[config.mk]
export PLATFORM = sky130hd
export DESIGN_NAME = acsalu_top
export DESIGN_NICKNAME = d
export VERILOG_FILES = /design/src/pkg/acsalu_pkg.sv /design/src/rtl/acsalu_shifter.sv /design/src/rtl/acsalu_sat.sv /design/src/rtl/acsalu_top.sv
export VERILOG_INCLUDE_DIRS = /design/src /design/src/pkg
export SDC_FILE = /design/constraint.sdc
export NUM_CORES = 1
export LEC_CHECK = 0
export BUFFER_PORTS_ARGS = -buffer_cell sky130_fd_sc_hd__buf_2
export CORE_MARGIN = 3
export CORE_UTILIZATION = 39
export DETAILED_ROUTE_END_ITERATION = 16
export SLEW_MARGIN = 20
export SYNTH_ARGS = -nofsm -noshare
export SYNTH_HDL_FRONTEND = slang
export SYNTH_SLANG_ARGS = --single-unit
[constraint.sdc]
create_clock -name clk_i -period 6.04 [get_ports clk_i]
set_input_delay 0.302 -clock clk_i [delete_from_list [all_inputs] [get_ports clk_i]]
set_output_delay 0.302 -clock clk_i [all_outputs]
set_load 0.01 [all_outputs]
[src/pkg/acsalu_map.svh]
`ifndef ACSALU_MAP_SVH
`define ACSALU_MAP_SVH

// Accumulator limits and reset value
`define ACS_ACC_RESET  32'h0000_0000
`define ACS_MAX_POS    32'h7FFF_FFFF
`define ACS_MAX_NEG    32'h8000_0000

// Incoming shifter range and the fixed high-half shift
`define ACS_SHIFT_MAX  5'h10
`define ACS_SHIFT_HIGH 5'h10

// Store-upper-half shift codes that are honoured
`define ACS_STORE_UPPER_HALF_INSTR_SH0   5'h00
`define ACS_STORE_UPPER_HALF_INSTR_SH1   5'h01
`define ACS_STORE_UPPER_HALF_INSTR_SH4   5'h04

// Status word field positions used by the load-status instruction
`define ACS_ST_SAT_BIT 11
`define ACS_ST_OV_BIT  12

// Last on-chip RAM address, no move beyond it
`define ACS_RAM_LAST   8'hFF

`endif

[src/pkg/acsalu_pkg.sv]
package acsalu_pkg;

   // Decoded instruction, one-hot
   typedef enum logic [16:0] {
      ACS_NOP      = 17'h0_0001,
      ACS_LOAD_SH  = 17'h0_0002,
      ACS_ADD_SH   = 17'h0_0004,
      ACS_SUB_SH   = 17'h0_0008,
      ACS_ZERO_LDH = 17'h0_0010,
      ACS_ADD_H    = 17'h0_0020,
      ACS_SUB_H    = 17'h0_0040,
      ACS_AND      = 17'h0_0080,
      ACS_OR       = 17'h0_0100,
      ACS_XOR      = 17'h0_0200,
      ACS_STORE_H  = 17'h0_0400,
      ACS_SET_SAT  = 17'h0_0800,
      ACS_CLR_SAT  = 17'h0_1000,
      ACS_LOAD_ST  = 17'h0_2000,
      ACS_BR_OV    = 17'h0_4000,
      ACS_MOVE     = 17'h0_8000,
      ACS_LDT_MOVE = 17'h1_0000
   } acsalu_op_t;

   // One instruction from the sequencer with its fetched RAM word
   typedef struct packed {
      acsalu_op_t  op;
      logic [4:0]  shift;
      logic [15:0] data;
      logic [7:0]  addr;
   } acsalu_req_t;

   // Status bits seen by the sequencer
   typedef struct packed {
      logic sat_en;
      logic ovf;
   } acsalu_status_t;

   // Write port toward on-chip RAM
   typedef struct packed {
      logic        valid;
      logic [7:0]  addr;
      logic [15:0] data;
   } acsalu_memwr_t;

endpackage

[src/rtl/acsalu_shifter.sv]
// Arithmetic left shift of a signed operand into accumulator width
module acsalu_shifter #(
   parameter int IW = 16,
   parameter int OW = 32,
   parameter int SW = 5
) (
   input  wire logic [IW-1:0] data_i,
   input  wire logic [SW-1:0] amount_i,
   output logic      [OW-1:0] shifted_o
);

   logic [OW-1:0] ext;

   // Sign bit fills every vacated upper bit
   assign ext       = {{(OW-IW){data_i[IW-1]}}, data_i};
   assign shifted_o = ext << amount_i;

endmodule

[src/rtl/acsalu_sat.sv]
// Add or subtract with overflow detection and optional saturation
module acsalu_sat #(
   parameter int W = 32
) (
   input  wire logic [W-1:0] a_i,
   input  wire logic [W-1:0] b_i,
   input  wire logic         sub_i,
   input  wire logic         sat_en_i,
   output logic      [W-1:0] result_o,
   output logic              ovf_o
);

   logic [W:0]   sum;
   logic [W-1:0] max_pos;
   logic [W-1:0] max_neg;

   // One guard bit keeps the true sign of the result
   assign sum     = sub_i ? ({a_i[W-1], a_i} - {b_i[W-1], b_i})
                          : ({a_i[W-1], a_i} + {b_i[W-1], b_i});
   assign max_pos = {1'b0, {(W-1){1'b1}}};
   assign max_neg = {1'b1, {(W-1){1'b0}}};

   // Magnitude overflow only, never a carry out
   assign ovf_o = sum[W] ^ sum[W-1];

   // Clamp toward the true sign when saturation is on
   always_comb begin
      if (ovf_o && sat_en_i) begin
         result_o = sum[W] ? max_neg : max_pos;
      end else begin
         result_o = sum[W-1:0];
      end
   end

endmodule

[src/rtl/acsalu_top.sv]
// Summary of operation
// - With saturation on, an overflow becomes 7FFFFFFFh if positive, 80000000h if negative.
// - Set and clear instructions and load-status alone change the saturation bit.
// - The overflow flag sets from arithmetic only on magnitude overflow, never as a carry, also loads from load-status, and is sticky.
// - A branch that tests the overflow flag clears it while it executes.
// - The branch-on-overflow instruction is taken when the flag is set, after any arithmetic.
// - Saturation, when on, covers every arithmetic accumulator operation.
// - The memory-to-accumulator path shifts the operand left by 0 to 16 from the instruction.
// - The incoming shifter sign-extends the 16-bit operand into the vacated upper bits.
// - Load, add and subtract from data memory all take the shifted operand.
// - Zero-load-high, add-high and subtract-high place the operand in the upper half.
// - Store-upper-half shifts the accumulator by 0, 1 or 4 only before writing bits 31 to 16.
// - AND, OR and XOR combine the accumulator with a RAM word to set, clear or test bits.
// - The data move copies the addressed RAM word to the next address in the same cycle.
// - Move and load-multiplicand-with-move trigger the data move, on-chip RAM only.
`include "acsalu_map.svh"

module acsalu_top #(
   parameter int ACC_W = 32,
   parameter int DAT_W = 16,
   parameter int SH_W  = 5
) (
   input  wire logic                   clk_i,
   input  wire logic                   reset_n_i,
   input  wire acsalu_pkg::acsalu_req_t req_i,
   output logic [31:0]                 acc_o,
   output acsalu_pkg::acsalu_status_t  status_o,
   output logic                        branch_taken_o,
   output acsalu_pkg::acsalu_memwr_t   mem_wr_o
);
   import acsalu_pkg::*;

   logic [31:0] acc_reg;
   logic [31:0] acc_next;
   logic        ovf_reg;
   logic        sat_reg;
   logic        branch_reg;
   logic [4:0]  shift_amt;
   logic [31:0] shifted;
   logic        arith_sub;
   logic        arith_op;
   logic [31:0] arith_res;
   logic        arith_ovf;
   logic [31:0] logic_opnd;
   logic [31:0] store_upper_half_instr_shifted;
   logic        move_op;

   // Shift amount: high-half forms fix it at 16, larger fields clamp
   always_comb begin
      unique case (req_i.op)
         ACS_ZERO_LDH, ACS_ADD_H, ACS_SUB_H: begin
            shift_amt = `ACS_SHIFT_HIGH;
         end
         default: begin
            shift_amt = (req_i.shift > `ACS_SHIFT_MAX) ? `ACS_SHIFT_MAX : req_i.shift;
         end
      endcase
   end

   acsalu_shifter #(
      .IW (DAT_W),
      .OW (ACC_W),
      .SW (SH_W)
   ) u_shifter (
      .data_i    (req_i.data),
      .amount_i  (shift_amt),
      .shifted_o (shifted)
   );

   // Every add or subtract goes through the one saturating adder
   assign arith_op  = (req_i.op == ACS_ADD_SH) || (req_i.op == ACS_SUB_SH) ||
                      (req_i.op == ACS_ADD_H)  || (req_i.op == ACS_SUB_H);
   assign arith_sub = (req_i.op == ACS_SUB_SH) || (req_i.op == ACS_SUB_H);

   acsalu_sat #(
      .W (ACC_W)
   ) u_sat (
      .a_i      (acc_reg),
      .b_i      (shifted),
      .sub_i    (arith_sub),
      .sat_en_i (sat_reg),
      .result_o (arith_res),
      .ovf_o    (arith_ovf)
   );

   // Logic operand is zero-extended so upper bits clear on AND
   assign logic_opnd = {16'h0000, req_i.data};

   // Next accumulator, final value already saturated
   always_comb begin
      unique case (req_i.op)
         ACS_LOAD_SH:  acc_next = shifted;
         ACS_ADD_SH,
         ACS_SUB_SH:   acc_next = arith_res;
         ACS_ZERO_LDH: acc_next = shifted;
         ACS_ADD_H,
         ACS_SUB_H:    acc_next = arith_res;
         ACS_AND:      acc_next = acc_reg & logic_opnd;
         ACS_OR:       acc_next = acc_reg | logic_opnd;
         ACS_XOR:      acc_next = acc_reg ^ logic_opnd;
         default:      acc_next = acc_reg;
      endcase
   end

   // Accumulator
   always_ff @(posedge clk_i or negedge reset_n_i) begin
      if (!reset_n_i) begin
         acc_reg <= `ACS_ACC_RESET;
      end else begin
         acc_reg <= acc_next;
      end
   end

   // Overflow flag: sticky, cleared by a test or reloaded by status
   always_ff @(posedge clk_i or negedge reset_n_i) begin
      if (!reset_n_i) begin
         ovf_reg <= 1'b0;
      end else if (arith_op && arith_ovf) begin
         ovf_reg <= 1'b1;
      end else if (req_i.op == ACS_BR_OV) begin
         ovf_reg <= 1'b0;
      end else if (req_i.op == ACS_LOAD_ST) begin
         ovf_reg <= req_i.data[`ACS_ST_OV_BIT];
      end
   end

   // Saturation mode bit
   always_ff @(posedge clk_i or negedge reset_n_i) begin
      if (!reset_n_i) begin
         sat_reg <= 1'b0;
      end else begin
         unique case (req_i.op)
            ACS_SET_SAT: sat_reg <= 1'b1;
            ACS_CLR_SAT: sat_reg <= 1'b0;
            ACS_LOAD_ST: sat_reg <= req_i.data[`ACS_ST_SAT_BIT];
            default:     sat_reg <= sat_reg;
         endcase
      end
   end

   // Branch decision, one-cycle pulse after the branch instruction
   always_ff @(posedge clk_i or negedge reset_n_i) begin
      if (!reset_n_i) begin
         branch_reg <= 1'b0;
      end else begin
         branch_reg <= (req_i.op == ACS_BR_OV) && ovf_reg;
      end
   end

   // Store shift: unsupported codes fall back to no shift
   always_comb begin
      unique case (req_i.shift)
         `ACS_STORE_UPPER_HALF_INSTR_SH1: store_upper_half_instr_shifted = acc_reg << `ACS_STORE_UPPER_HALF_INSTR_SH1;
         `ACS_STORE_UPPER_HALF_INSTR_SH4: store_upper_half_instr_shifted = acc_reg << `ACS_STORE_UPPER_HALF_INSTR_SH4;
         default:       store_upper_half_instr_shifted = acc_reg;
      endcase
   end

   // RAM write toward the current cycle, so a move overlaps the ALU work.
   // The last RAM word has no higher neighbour, so its move is dropped.
   assign move_op = (req_i.op == ACS_MOVE) || (req_i.op == ACS_LDT_MOVE);
   always_comb begin
      mem_wr_o = '0;
      if (req_i.op == ACS_STORE_H) begin
         mem_wr_o.valid = 1'b1;
         mem_wr_o.addr  = req_i.addr;
         mem_wr_o.data  = store_upper_half_instr_shifted[31:16];
      end else if (move_op && (req_i.addr != `ACS_RAM_LAST)) begin
         mem_wr_o.valid = 1'b1;
         mem_wr_o.addr  = req_i.addr + 8'h01;
         mem_wr_o.data  = req_i.data;
      end
   end

   assign acc_o           = acc_reg;
   assign status_o        = '{sat_en: sat_reg, ovf: ovf_reg};
   assign branch_taken_o  = branch_reg;

   // Positive overflow clamps to the top value
   a_sat_pos_value: assert property (
      @(posedge clk_i) disable iff (!reset_n_i)
      arith_op && sat_reg && arith_ovf && !arith_sub && !shifted[31]
      |=> acc_o == `ACS_MAX_POS)
      else $error("positive overflow did not saturate");

   // Negative overflow clamps to the bottom value
   a_sat_neg_value: assert property (
      @(posedge clk_i) disable iff (!reset_n_i)
      arith_op && sat_reg && arith_ovf && acc_reg[31] && (arith_sub ^ shifted[31])
      |=> acc_o == `ACS_MAX_NEG)
      else $error("negative overflow did not saturate");

   // Mode bit follows a set, then a clear on the next instruction
   a_sat_mode_ctl: assert property (
      @(posedge clk_i) disable iff (!reset_n_i)
      (req_i.op == ACS_SET_SAT) ##1 (req_i.op == ACS_CLR_SAT)
      |-> status_o.sat_en ##1 !status_o.sat_en)
      else $error("saturation bit did not follow set then clear");

   // Flag holds until a clearing instruction
   a_ovf_sticky: assert property (
      @(posedge clk_i) disable iff (!reset_n_i)
      ovf_reg && (req_i.op != ACS_BR_OV) && (req_i.op != ACS_LOAD_ST)
      |=> status_o.ovf)
      else $error("overflow flag dropped without a clear");

   // No flag from an in-range result
   a_ovf_no_carry: assert property (
      @(posedge clk_i) disable iff (!reset_n_i)
      !ovf_reg && (req_i.op == ACS_ADD_SH) && (acc_reg == 32'hFFFF_FFFF) &&
      (shifted == 32'h0000_0001)
      |=> !status_o.ovf && (acc_o == 32'h0000_0000))
      else $error("carry out raised the overflow flag");

   // Branch test clears the flag and reports the old value
   a_branch_clears: assert property (
      @(posedge clk_i) disable iff (!reset_n_i)
      (req_i.op == ACS_BR_OV) |=> !status_o.ovf && (branch_taken_o == $past(ovf_reg)))
      else $error("branch on overflow did not clear or report the flag");

   // Overflow from arithmetic makes the next branch taken
   a_branch_after_ovf: assert property (
      @(posedge clk_i) disable iff (!reset_n_i)
      arith_op && arith_ovf ##1 (req_i.op == ACS_BR_OV) |=> branch_taken_o)
      else $error("branch not taken after an overflow");

   // High-half add saturates like any other arithmetic
   a_sat_high_add: assert property (
      @(posedge clk_i) disable iff (!reset_n_i)
      (req_i.op == ACS_ADD_H) && sat_reg && arith_ovf
      |=> (acc_o == `ACS_MAX_POS) || (acc_o == `ACS_MAX_NEG))
      else $error("high-half add escaped saturation");

   // Shifted load is a sign-extended multiply by a power of two
   a_load_shift: assert property (
      @(posedge clk_i) disable iff (!reset_n_i)
      (req_i.op == ACS_LOAD_SH) && (req_i.shift == 5'h04)
      |=> acc_o == {{12{$past(req_i.data[15])}}, $past(req_i.data), 4'h0})
      else $error("shifted load value wrong");

   // High load leaves the low half zero
   a_zero_load_high: assert property (
      @(posedge clk_i) disable iff (!reset_n_i)
      (req_i.op == ACS_ZERO_LDH) |=> acc_o == {$past(req_i.data), 16'h0000})
      else $error("zero-load-high value wrong");

   // Store with shift of four takes bits 27 to 12
   a_store_shift: assert property (
      @(posedge clk_i) disable iff (!reset_n_i)
      (req_i.op == ACS_STORE_H) && (req_i.shift == 5'h04)
      |-> mem_wr_o.valid && (mem_wr_o.data == acc_reg[27:12]))
      else $error("store-upper-half shifted data wrong");

   // AND clears the upper half and masks the lower
   a_logic_and: assert property (
      @(posedge clk_i) disable iff (!reset_n_i)
      (req_i.op == ACS_AND)
      |=> acc_o == {16'h0000, $past(acc_reg[15:0]) & $past(req_i.data)})
      else $error("AND result wrong");

   // Move writes the next address in the same cycle
   a_move_next: assert property (
      @(posedge clk_i) disable iff (!reset_n_i)
      move_op && (req_i.addr != `ACS_RAM_LAST)
      |-> mem_wr_o.valid && (mem_wr_o.addr == req_i.addr + 8'h01) &&
          (mem_wr_o.data == req_i.data))
      else $error("data move write wrong");

   // Incoming shift above sixteen clamps to sixteen
   a_shift_clamp: assert property (
      @(posedge clk_i) disable iff (!reset_n_i)
      (req_i.op == ACS_LOAD_SH) && (req_i.shift > `ACS_SHIFT_MAX)
      |=> acc_o == {$past(req_i.data), 16'h0000})
      else $error("oversized load shift not clamped");

   // Unsaturated shifted subtract wraps like plain two's complement
   a_sub_shift: assert property (
      @(posedge clk_i) disable iff (!reset_n_i)
      (req_i.op == ACS_SUB_SH) && !sat_reg && (req_i.shift == 5'h00)
      |=> acc_o == $past(acc_reg) - {{16{$past(req_i.data[15])}}, $past(req_i.data)})
      else $error("shifted subtract value wrong");

   // OR keeps the upper half and sets lower bits
   a_logic_or: assert property (
      @(posedge clk_i) disable iff (!reset_n_i)
      (req_i.op == ACS_OR)
      |=> acc_o == ($past(acc_reg) | {16'h0000, $past(req_i.data)}))
      else $error("OR result wrong");

   // Branch result is a single-cycle pulse
   a_branch_pulse: assert property (
      @(posedge clk_i) disable iff (!reset_n_i)
      branch_taken_o |=> !branch_taken_o)
      else $error("branch result held beyond one cycle");

   // Move from the last address writes nothing
   a_move_last: assert property (
      @(posedge clk_i) disable iff (!reset_n_i)
      move_op && (req_i.addr == `ACS_RAM_LAST) |-> !mem_wr_o.valid)
      else $error("data move wrote past the last RAM word");

   // Flag and clamped value both visible to the next instruction
   a_ovf_same_cycle: assert property (
      @(posedge clk_i) disable iff (!reset_n_i)
      arith_op && arith_ovf && sat_reg
      |=> status_o.ovf && ((acc_o == `ACS_MAX_POS) || (acc_o == `ACS_MAX_NEG)))
      else $error("overflow not settled in the writing cycle");

endmodule

; Yosys cells after proc, flatten, opt, wreduce, memory -nomap -nowiden
; Cells that the tools add are included.
[word_totals]
regBits = 35
inputBits = 48
out_inout_bits = 60
word_cells = 60
[classes]
add_sub_neg = 3
magnitude_cmp = 1
n_eq_ne = 19
n_shift = 1
mux = 13
n_bitwise = 4
reduce_logical = 15
[ops]
columns = cell, n
row1 = 32-bit one-hot mux with 5 select lines, 1
row2 = 32-bit two-way mux, 2
row3 = 32-bit one-hot mux with 2 select lines, 1
row4 = 25-bit two-way mux, 2
row5 = 32-bit by 32-bit adder with 33-bit output, 1
row6 = 33-bit two-way mux, 1
row7 = 32-bit by 32-bit subtractor with 33-bit output, 1
row8 = 32-bit by 16-bit bitwise AND with 32-bit output, 1
row9 = 32-bit by 16-bit bitwise OR with 32-bit output, 1
row10 = 32-bit by 5-bit << shifter with 32-bit output, 1
row11 = 32-bit by 16-bit XOR with 32-bit output, 1
row12 = 17-bit by 10-bit equality test with 1-bit output (second input constant), 1
row13 = 17-bit by 11-bit equality test with 1-bit output (second input constant), 1
row14 = 17-bit by 12-bit equality test with 1-bit output (second input constant), 1
row15 = 17-bit by 13-bit equality test with 1-bit output (second input constant), 1
row16 = 17-bit by 14-bit equality test with 1-bit output (second input constant), 1
row17 = 17-bit by 15-bit equality test with 1-bit output (second input constant), 1
row18 = 17-bit by 16-bit equality test with 1-bit output (second input constant), 1
row19 = 17-bit equality test (second input constant), 1
row20 = 17-bit by 2-bit equality test with 1-bit output (second input constant), 1
row21 = 17-bit by 3-bit equality test with 1-bit output (second input constant), 1
row22 = 17-bit by 4-bit equality test with 1-bit output (second input constant), 1
row23 = 17-bit by 5-bit equality test with 1-bit output (second input constant), 1
row24 = 17-bit by 6-bit equality test with 1-bit output (second input constant), 1
row25 = 19 further kinds, 30

; Longest topological paths before layout
; Gate-level depths: netlist of the first run.
[depth]
depth_word = 10
mapped_depth = 31
depth_no_buf = 26

; Modules after synthesis
; Synthesis of the first run repeated with hierarchy kept, for this count alone.
[unflattened]
hier_cells = 1064
hier_area_um2 = 7916.3
[modules_own_cells]
columns = module, instances, cells_per_inst, area_per_inst_um2, seq_area_each_um2
row1 = acsalu_top, 1, 475, 3682.3, 875.8
row2 = acsalu_sat, 1, 417, 2829.0, 0.0
row3 = acsalu_shifter, 1, 172, 1405.1, 0.0

; Least setup slack after synthesis of the first run
; No wires, ideal clock.
[synth_path]
path_kind = input-to-reg
from = input req_i[34] (netlist bit)
to = register acc_reg[2] (netlist: acc_o[2])
setup_time_ns = 0.132
arrival_time_ns = 6.066
required_ns = 5.908
path_slack_ns = -0.158
cell_stages = 28
path_buffers = 5
path_cell_list = buf_2 xor2_1 o21a_1 buf_2 a21oi_4 buf_2 nand2b_2 nor2_1 nand3_1 ha_1 inv_1 a211o_1 o21ai_0 xnor2_1 ha_1 a21o_1 o41ai_1 o31a_1 o21ai_0 a221o_1 a31o_2 or4_1 o221ai_2 nor4_2 buf_6 buf_8 a211oi_2 o22ai_1
[synth_via]
elab_chain_len = 10
word_cells_on_any_way = 24
cone_classes = add/sub (2) / eq/ne (9) / shift (1) / mux (5) / bitwise (1) / reduce/logical (6)
[synth_rtl]
columns = element, line_no
row1 = "start, declared", acsalu_top.sv:25  ; input wire acsalu_pkg::acsalu_req_t req_i,
row2 = 17-bit by 6-bit equality test with 1-bit output (tied with other cells), "acsalu_top.sv:50, acsalu_top.sv:91"
row3 = 3-bit OR reduction, acsalu_top.sv:50  ; unique case (req_i.op)
row4 = 5-bit two-way mux, acsalu_top.sv:50
row5 = 32-bit by 5-bit << shifter with 32-bit output, acsalu_shifter.sv:16  ; assign shifted_o = ext << amount_i;
row6 = 32-bit by 32-bit adder with 33-bit output / 32-bit by 32-bit subtractor with 33-bit output (equally long branches), "acsalu_sat.sv:19, acsalu_sat.sv:18"
row7 = 33-bit two-way mux, acsalu_sat.sv:18  ; assign sum = sub_i ? ({a_i[W-1], a_i} - {b_i[W-1], b_i})
row8 = 1-bit XOR, acsalu_sat.sv:24  ; assign ovf_o = sum[W] ^ sum[W-1];
row9 = 1-bit logical AND, acsalu_sat.sv:28  ; if (ovf_o && sat_en_i) begin
row10 = 32-bit two-way mux, acsalu_sat.sv:28
row11 = 32-bit one-hot mux with 5 select lines, acsalu_top.sv:91  ; unique case (req_i.op)
row12 = "end signal, assigned", acsalu_top.sv:108  ; acc_reg <= `ACS_ACC_RESET;
row13 = "end signal, assigned", acsalu_top.sv:110  ; acc_reg <= acc_next;
row14 = "end, declared", acsalu_top.sv:33  ; logic [31:0] acc_reg;
; Several ways; a longest one is shown, not always the timed one.
; A chain may end at the register's enable or synchronous reset.

; Worst setup path in the final report of the first run
[layout_path]
from = input req_i[44] (netlist bit)
to = register acc_reg[14] (netlist: acc_o[14])
; Same word-level chain as after synthesis.

==> results.sh, run 1 <==
export IMPL_die_width_um=148
export IMPL_antenna_cells=0
export IMPL_design_area_sq_um=12600
export IMPL_status="complete, but fails checks"
export IMPL_synth_area_leaders="dfrtp_1, ha_1, a21oi_1, xnor2_1, nor2_1"
export IMPL_synth_distinct_cells=93
export IMPL_total_power_uw=1350
export IMPL_comb_power_share_pct=62.0
export IMPL_max_stage_delay_ns=0.53
export IMPL_cts_max_level=2
export IMPL_clockBufferDepth=2
export IMPL_place_gp_congestion=1.07
export IMPL_worst_pin_slew_ns=1.07
export IMPL_period_needed_ns=6.22
export IMPL_clkSinkCount=35
export IMPL_grt_first_pass_wirelength_mm=55.6
export IMPL_die_area_sq_um=22000
export IMPL_start_kind="input pin"
export IMPL_wirelength_mm=40.2
export IMPL_synth_top_cell_area_share_pct=11.1
export IMPL_largest_register_ffs=32
export IMPL_io_pins=108
export IMPL_syn_to_final_growth_pct=59.2
export IMPL_violations="setup timing"
export IMPL_gr_total_overflow=0
export IMPL_crit_top_cell="buf_4"
export IMPL_placed_area_sq_um=10900
export IMPL_core_area_sq_um=19700
export IMPL_ir_worst_vdd_v=0.000128
export IMPL_synth_largest_area_cell="dfrtp_1"
export IMPL_setup_ws_ns=-0.185
export IMPL_grt_pass1_vias=9960
export IMPL_cts_tree="done"
export IMPL_hold_viol=0
export IMPL_crit_arrival_ns=6.35
export IMPL_synth_edf_count=0
export IMPL_clock_latency_ns=0.30
export IMPL_numCtsBuffers=5
export IMPL_wl_per_cell_um=22.9
export IMPL_yosysWarningCount=0
export IMPL_antenna_found_initial=0
export IMPL_via_count=10866
export IMPL_r2r_setup_slack_ns=1.60
export IMPL_synth_area_sq_um=7890
export IMPL_die_h_um=148
export IMPL_slew_headroom_pct=28.4
export IMPL_num_rows=51
export IMPL_synth_main_ff_cell="dfrtp_1"
export IMPL_synth_seq_area_share_pct=11.1
export IMPL_avgSynthCellArea_sq_um=7.39
export IMPL_synthCells=1067
export IMPL_synth_commonest_cells="a21oi_1, nor2_1, ha_1, nand2_1, o21ai_0"
export IMPL_power_density_nw_per_um2=108
export IMPL_initial_core_util_pct=40.1
export IMPL_criticalPathCategory="input pin to flip-flop"
export IMPL_grt_max_degree=38
export IMPL_r2r_start="acc_o[0]$_DFFE_PN0N_"
export IMPL_swShare_pct=42.3
export IMPL_ys_ff_latch=35
export IMPL_clk_pin_slew_worst_paths_ns=0.06
export IMPL_drt_initial_drc_count=1337
export IMPL_period_share_pct=103
export IMPL_async_flop_share_pct=100
export IMPL_finalClockSkew_ns=0.00899
export IMPL_critPathLaunch="req_i[44]"
export IMPL_nets=1603
export IMPL_cts_root_buf="clkbuf_16"
export IMPL_hold_path_class="input pin to asynchronous set/reset pin"
export IMPL_dr_pass1_iters=8
export IMPL_p_sw_uw=571
export IMPL_post_synth_top_count_cell="a21oi_1"
export IMPL_setup_viol=32
export IMPL_critPathRequiredTime_ns=6.16
export IMPL_p_int_uw=780
export IMPL_postRouteAntennaNets=0
export IMPL_drive_gt1_share_pct=42.8
export IMPL_clock_power_share_pct=20.4
export IMPL_crit_fanout=7
export IMPL_synth_nets=1182
export IMPL_slowest_stage="or4_4"
export IMPL_maxCapViolCount=0
export IMPL_clock_fmax_mhz=161
export IMPL_end_kind="flip-flop"
export IMPL_grt_total_usage_pct=32.0
export IMPL_port_buffers=107
export IMPL_p_leak_uw=0.00580
export IMPL_slew_viol_final=0
export IMPL_routed_via_density=6.19
export IMPL_seqPwrFrac_pct=17.6
export IMPL_post_dp_hpwl_mm=28.3
export IMPL_rsz0062_at_grt="true"
export IMPL_drc=0
[per-layer routing]
metal	GRT usage (%)	vias up	part of all wire (%)
met1	44.8	5104	41
met2	49.0	683	43
li1	-	4917	-
met5	0	-	0
met4	14.5	0	6.5
met3	4.17	162	9.8
[worst max-delay path: cells and delay by family]
kind | cells | cell delay (ns)
adder cells (fa/ha/maj) | 1 | 0.30
AO/OA/AOI/OAI | 10 | 2.18
buffers and inverters | 8 | 1.35
XOR/XNOR | 1 | 0.26
AND/OR/NAND/NOR | 7 | 1.91
[cells by family after synthesis]
kind of cell | count (synthesis) | share of synthesized area, %
compound gates | 450 | 40.4
simple gates | 290 | 19.0
buf+inv | 127 | 7.03
xor+xnor | 68 | 7.55
fa+ha+maj | 67 | 10.7
flops | 35 | 11.1
mux | 30 | 4.25
[metrics by stage]
step	instances	setup TNS (ns)	utilization [%]	hold WS (ns)	setup WS (ns)
after global placement	1689	-22.18	55.7	0.446	-0.753
final	1754	-3.35	63.9	0.138	-0.185
after global routing	1754	-9.81	63.9	0.202	-0.390
after floorplan	1067	0	-	0.00641	0.0298
after detailed placement	1689	-22.21	55.7	0.448	-0.771
after CTS	1705	-0.0184	57.8	0.138	-0.00940
[final timing paths]
path / endpoint / cells after the start
worst max-delay path: acc_o[14]$_DFFE_PN0N_ / 27
worst min-delay path: acc_o[7]$_DFFE_PN0N_ / 1
worst max register to register: acc_o[14]$_DFFE_PN0N_ / 18
worst min register to register: branch_taken_o$_DFF_PN0_ / 1
max in group asynchronous: acc_o[30]$_DFFE_PN0P_ / 1
min in group clk_i: branch_taken_o$_DFF_PN0_ / 3
[placed cells by master, fill, tap and decap left out, types with 9 or more instances in the layout]
cell type  synthesis  final
a21o_1            25     25
o211ai_1          10     10
a22o_1            19     19
clkbuf_16          0     11
nor2_1            97     92
nand2_1           66     60
o21a_1            14     14
nand3_1           16     15
buf_4              8    328
xor2_1            24     20
nand2b_1          10     10
and3_1            10      9
o221ai_2          13     18
a21oi_1          103     91
buf_6              3     31
buf_2             11    104
o21ai_1           11     18
a22oi_1           15     14
nor3_1            22     18
inv_1             59     57
a31oi_1           18     15
dfrtp_1           35     35
a211oi_1          18     14
nor2b_1           11     11
xnor2_1           44     42
ha_1              66     61
a21oi_2            1     12
mux2i_1           22     21
o22ai_1           33     31
o21ai_0           62     48
o221ai_4           0     14
[power by group through the flow]
stage                     clock (uW)  combinational [uW]  sequential (uW)
after global routing             288                 884              237
after CTS                        274                 711              237
final                            276                 838              238
after detailed placement           0                 681              242
after global placement             0                 679              242
after floorplan                    0                 345              242
[cell type report]
class                      count  area, sq um
timing repair buffer         481         3700
clock buffer                   5          125
inverter                      60          225
fill                        1719         7090
tap                          265          332
sequential                    35          876
multi-input combinational    905         7280
clock inverter                 3         25.0
[timing repair]
action | 4_1_cts | 5_1_grt
endpoints found under the hold margin | 0 | 0
cloned | 1 | 9
resized for setup | 37 | 144
hold buffers | 0 | 0
setup endpoints to repair | 33 | 33
pin swaps | 15 | 103
buffers inserted | 7 | 43
Note: power is estimated with default switching activity, not from simulation.
==> run 2, diff against run 1 <==
ABC_AREA = 1   (was not set)
==> run 2 against run 1 <==
Against the previous run:
- the flow now finishes without violations
- first-iteration DRC count decreased by 30%
- sequential share of layout area increased by 2.8 points
- critical path depth increased by 13
- register-to-register slack improved by 0.35 ns
- area after synthesis decreased by 2.7%
- sequential cell count unchanged
- critical path type unchanged
- global-route usage decreased by 3.8 points
==> results.sh, run 2 <==
export IMPL_ys_ff_latch=35
export IMPL_period_needed_ns=5.62
export IMPL_numCtsBuffers=5
export IMPL_multi_input_area_sq_um=6030
export IMPL_synth_largest_area_cell="nand2_1"
export IMPL_crit_top_cell="nand2_1"
export IMPL_nets=1541
export IMPL_wirelength_mm=31.2
export IMPL_grt_total_usage_pct=28.2
export IMPL_slew_viol_final=0
export IMPL_max_stage_delay_ns=0.39
export IMPL_yosysWarningCount=0
export IMPL_syn_to_final_growth_pct=17.2
export IMPL_synth_commonest_cells="nand2_1, inv_1, nand3_1"
export IMPL_ctsHoldBuffers=0
export IMPL_r2r_setup_slack_ns=1.95
export IMPL_setup_viol=0
export IMPL_maxCapViolCount=0
export IMPL_die_h_um=146
export IMPL_end_kind="flip-flop"
export IMPL_critPathRequiredTime_ns=6.23
export IMPL_via_count=9442
export IMPL_synth_seq_area_share_pct=11.4
export IMPL_power_density_nw_per_um2=115
export IMPL_num_rows=50
export IMPL_period_share_pct=93.0
export IMPL_wl_per_cell_um=18.5
export IMPL_design_area_sq_um=8990
export IMPL_final_cell_mix="nand2_1, inv_1, nand3_1"
export IMPL_grt_first_pass_wirelength_mm=48.7
export IMPL_clock_fmax_mhz=178
export IMPL_final_common_cell="nand2_1"
export IMPL_slew_headroom_pct=26.3
export IMPL_drive_gt1_share_pct=17.0
export IMPL_clk_pin_slew_worst_paths_ns=0.06
export IMPL_die_area_sq_um=21400
export IMPL_fin_hold_ws_ns=0.129
export IMPL_clockBufferDepth=2
export IMPL_slowest_stage="ha_1"
export IMPL_synth_top_cell_area_share_pct=18.8
export IMPL_drc=0
export IMPL_antenna_found_initial=0
export IMPL_status="complete, no violations"
export IMPL_largest_register_ffs=32
export IMPL_postRouteAntennaNets=0
export IMPL_avgSynthCellArea_sq_um=5.90
export IMPL_synth_main_ff_cell="dfrtp_1"
export IMPL_io_pins=108
export IMPL_crit_arrival_ns=5.81
export IMPL_place_ws_ns=-0.0289
export IMPL_async_flop_share_pct=100
export IMPL_cts_root_buf="clkbuf_16"
export IMPL_drt_initial_drc_count=936
export IMPL_die_width_um=146
export IMPL_worst_pin_slew_ns=1.10
export IMPL_dr_pass1_iters=5
export IMPL_criticalPathCategory="input pin to flip-flop"
export IMPL_initial_core_util_pct=40.4
export IMPL_cts_max_level=2
export IMPL_grt_max_degree=37
export IMPL_fillers=2132
export IMPL_synth_area_sq_um=7670
export IMPL_synth_nets=1415
export IMPL_placed_area_sq_um=8680
export IMPL_regToRegEndpoint="acc_o[6]$_DFFE_PN0N_"
export IMPL_reg2reg_depth=26
export IMPL_regArea_sq_um=876
export IMPL_crit_fanout=25
export IMPL_cts_tree="done"
export IMPL_gr_total_overflow=0
export IMPL_grt_pass1_vias=8689
export IMPL_setup_ws_ns=0.421
export IMPL_start_kind="input pin"
export IMPL_core_area_sq_um=19000
export IMPL_hold_path_class="input pin to asynchronous set/reset pin"
export IMPL_hold_viol=0
export IMPL_synth_area_leaders="nand2_1, dfrtp_1, ha_1, nand3_1, inv_1"
export IMPL_post_synth_top_count_cell="nand2_1"
export IMPL_port_buffers=107
export IMPL_finalClockSkew_ns=0.00836
export IMPL_p_leak_uw=0.00480
export IMPL_clkSinkCount=35
export IMPL_total_power_uw=1030
export IMPL_ir_worst_vdd_v=0.000107
export IMPL_routed_via_density=5.60
export IMPL_place_gp_congestion=1.02
export IMPL_utilization_pct=47.3
export IMPL_clock_latency_ns=0.30
export IMPL_post_dp_hpwl_mm=25.0
export IMPL_antenna_cells=0
export IMPL_synthCells=1300
export IMPL_synth_edf_count=0
export IMPL_r2r_start="acc_o[0]$_DFFE_PN0N_"
export IMPL_synth_distinct_cells=55
-- run 2: worst max path at each step --
stage | start | end | cells after the start
floorplan | req_i[42] | acc_o[10]$_DFFE_PN0N_ | 39
finish | req_i[38] | acc_o[6]$_DFFE_PN0N_ | 40
global placement | req_i[42] | acc_o[6]$_DFFE_PN0N_ | 40
CTS | req_i[42] | acc_o[14]$_DFFE_PN0N_ | 40
global route | req_i[38] | acc_o[14]$_DFFE_PN0N_ | 39
detailed placement | req_i[42] | acc_o[14]$_DFFE_PN0N_ | 40
-- run 2: metrics by stage --
stage | instances | TNS [ns]
after floorplan | 1300 | 0
after global placement | 1672 | -0.000589
after detailed placement | 1672 | -0.0862
after CTS | 1680 | 0
after global routing | 1687 | -0.0377
final | 1687 | 0
-- run 2: cell families after synthesis --
group	count (synthesis)	synth area share, %
AO/OA/AOI/OAI	231	18.6
XOR/XNOR	61	6.96
adder cells (fa/ha/maj)	67	11.0
buffers and inverters	210	11.6
flip-flops	35	11.4
AND/OR/NAND/NOR	696	40.4
-- run 2: repair_timing --
| action | CTS | global route |
|---|---|---|
| setup endpoints to repair | 0 | 33 |
| gates resized for setup | 0 | 26 |
| buffers inserted | 0 | 6 |
-- run 2: report_power, final --
group | switching [uW] | leakage [uW] | internal, uW | total [uW]
Combinational | 331 | 0.00424 | 174 | 504
Sequential | 1.50 | 0.000479 | 235 | 237
Clock | 115 | 0.0000761 | 176 | 291
-- run 2: critical path: cells and delay by family --
family                   cells  cell delay (ns)
adder cells (fa/ha/maj)      1             0.39
AND/OR/NAND/NOR             31             3.96
AO/OA/AOI/OAI                1             0.16
buffers and inverters        7             0.96
-- run 2: cell type report --
cell class,instances,share of cell area [%]
inverters,165,6.89
multi-input cells,1056,67.0
well taps,260,3.62
repair buffers,163,10.9
flip-flops and latches,35,9.74
clock inverters,1,0.0835
clock buffers,7,1.70
-- run 2: per-layer routing --
metal | up-vias | GRT usage [%] | wire length, um
met3 | 60 | 4.10 | 2610
li1 | 4603 | - | -
met1 | 4353 | 40.0 | 14200
met2 | 426 | 44.2 | 13400
met5 | - | 0 | 0
met4 | 0 | 8.80 | 1000
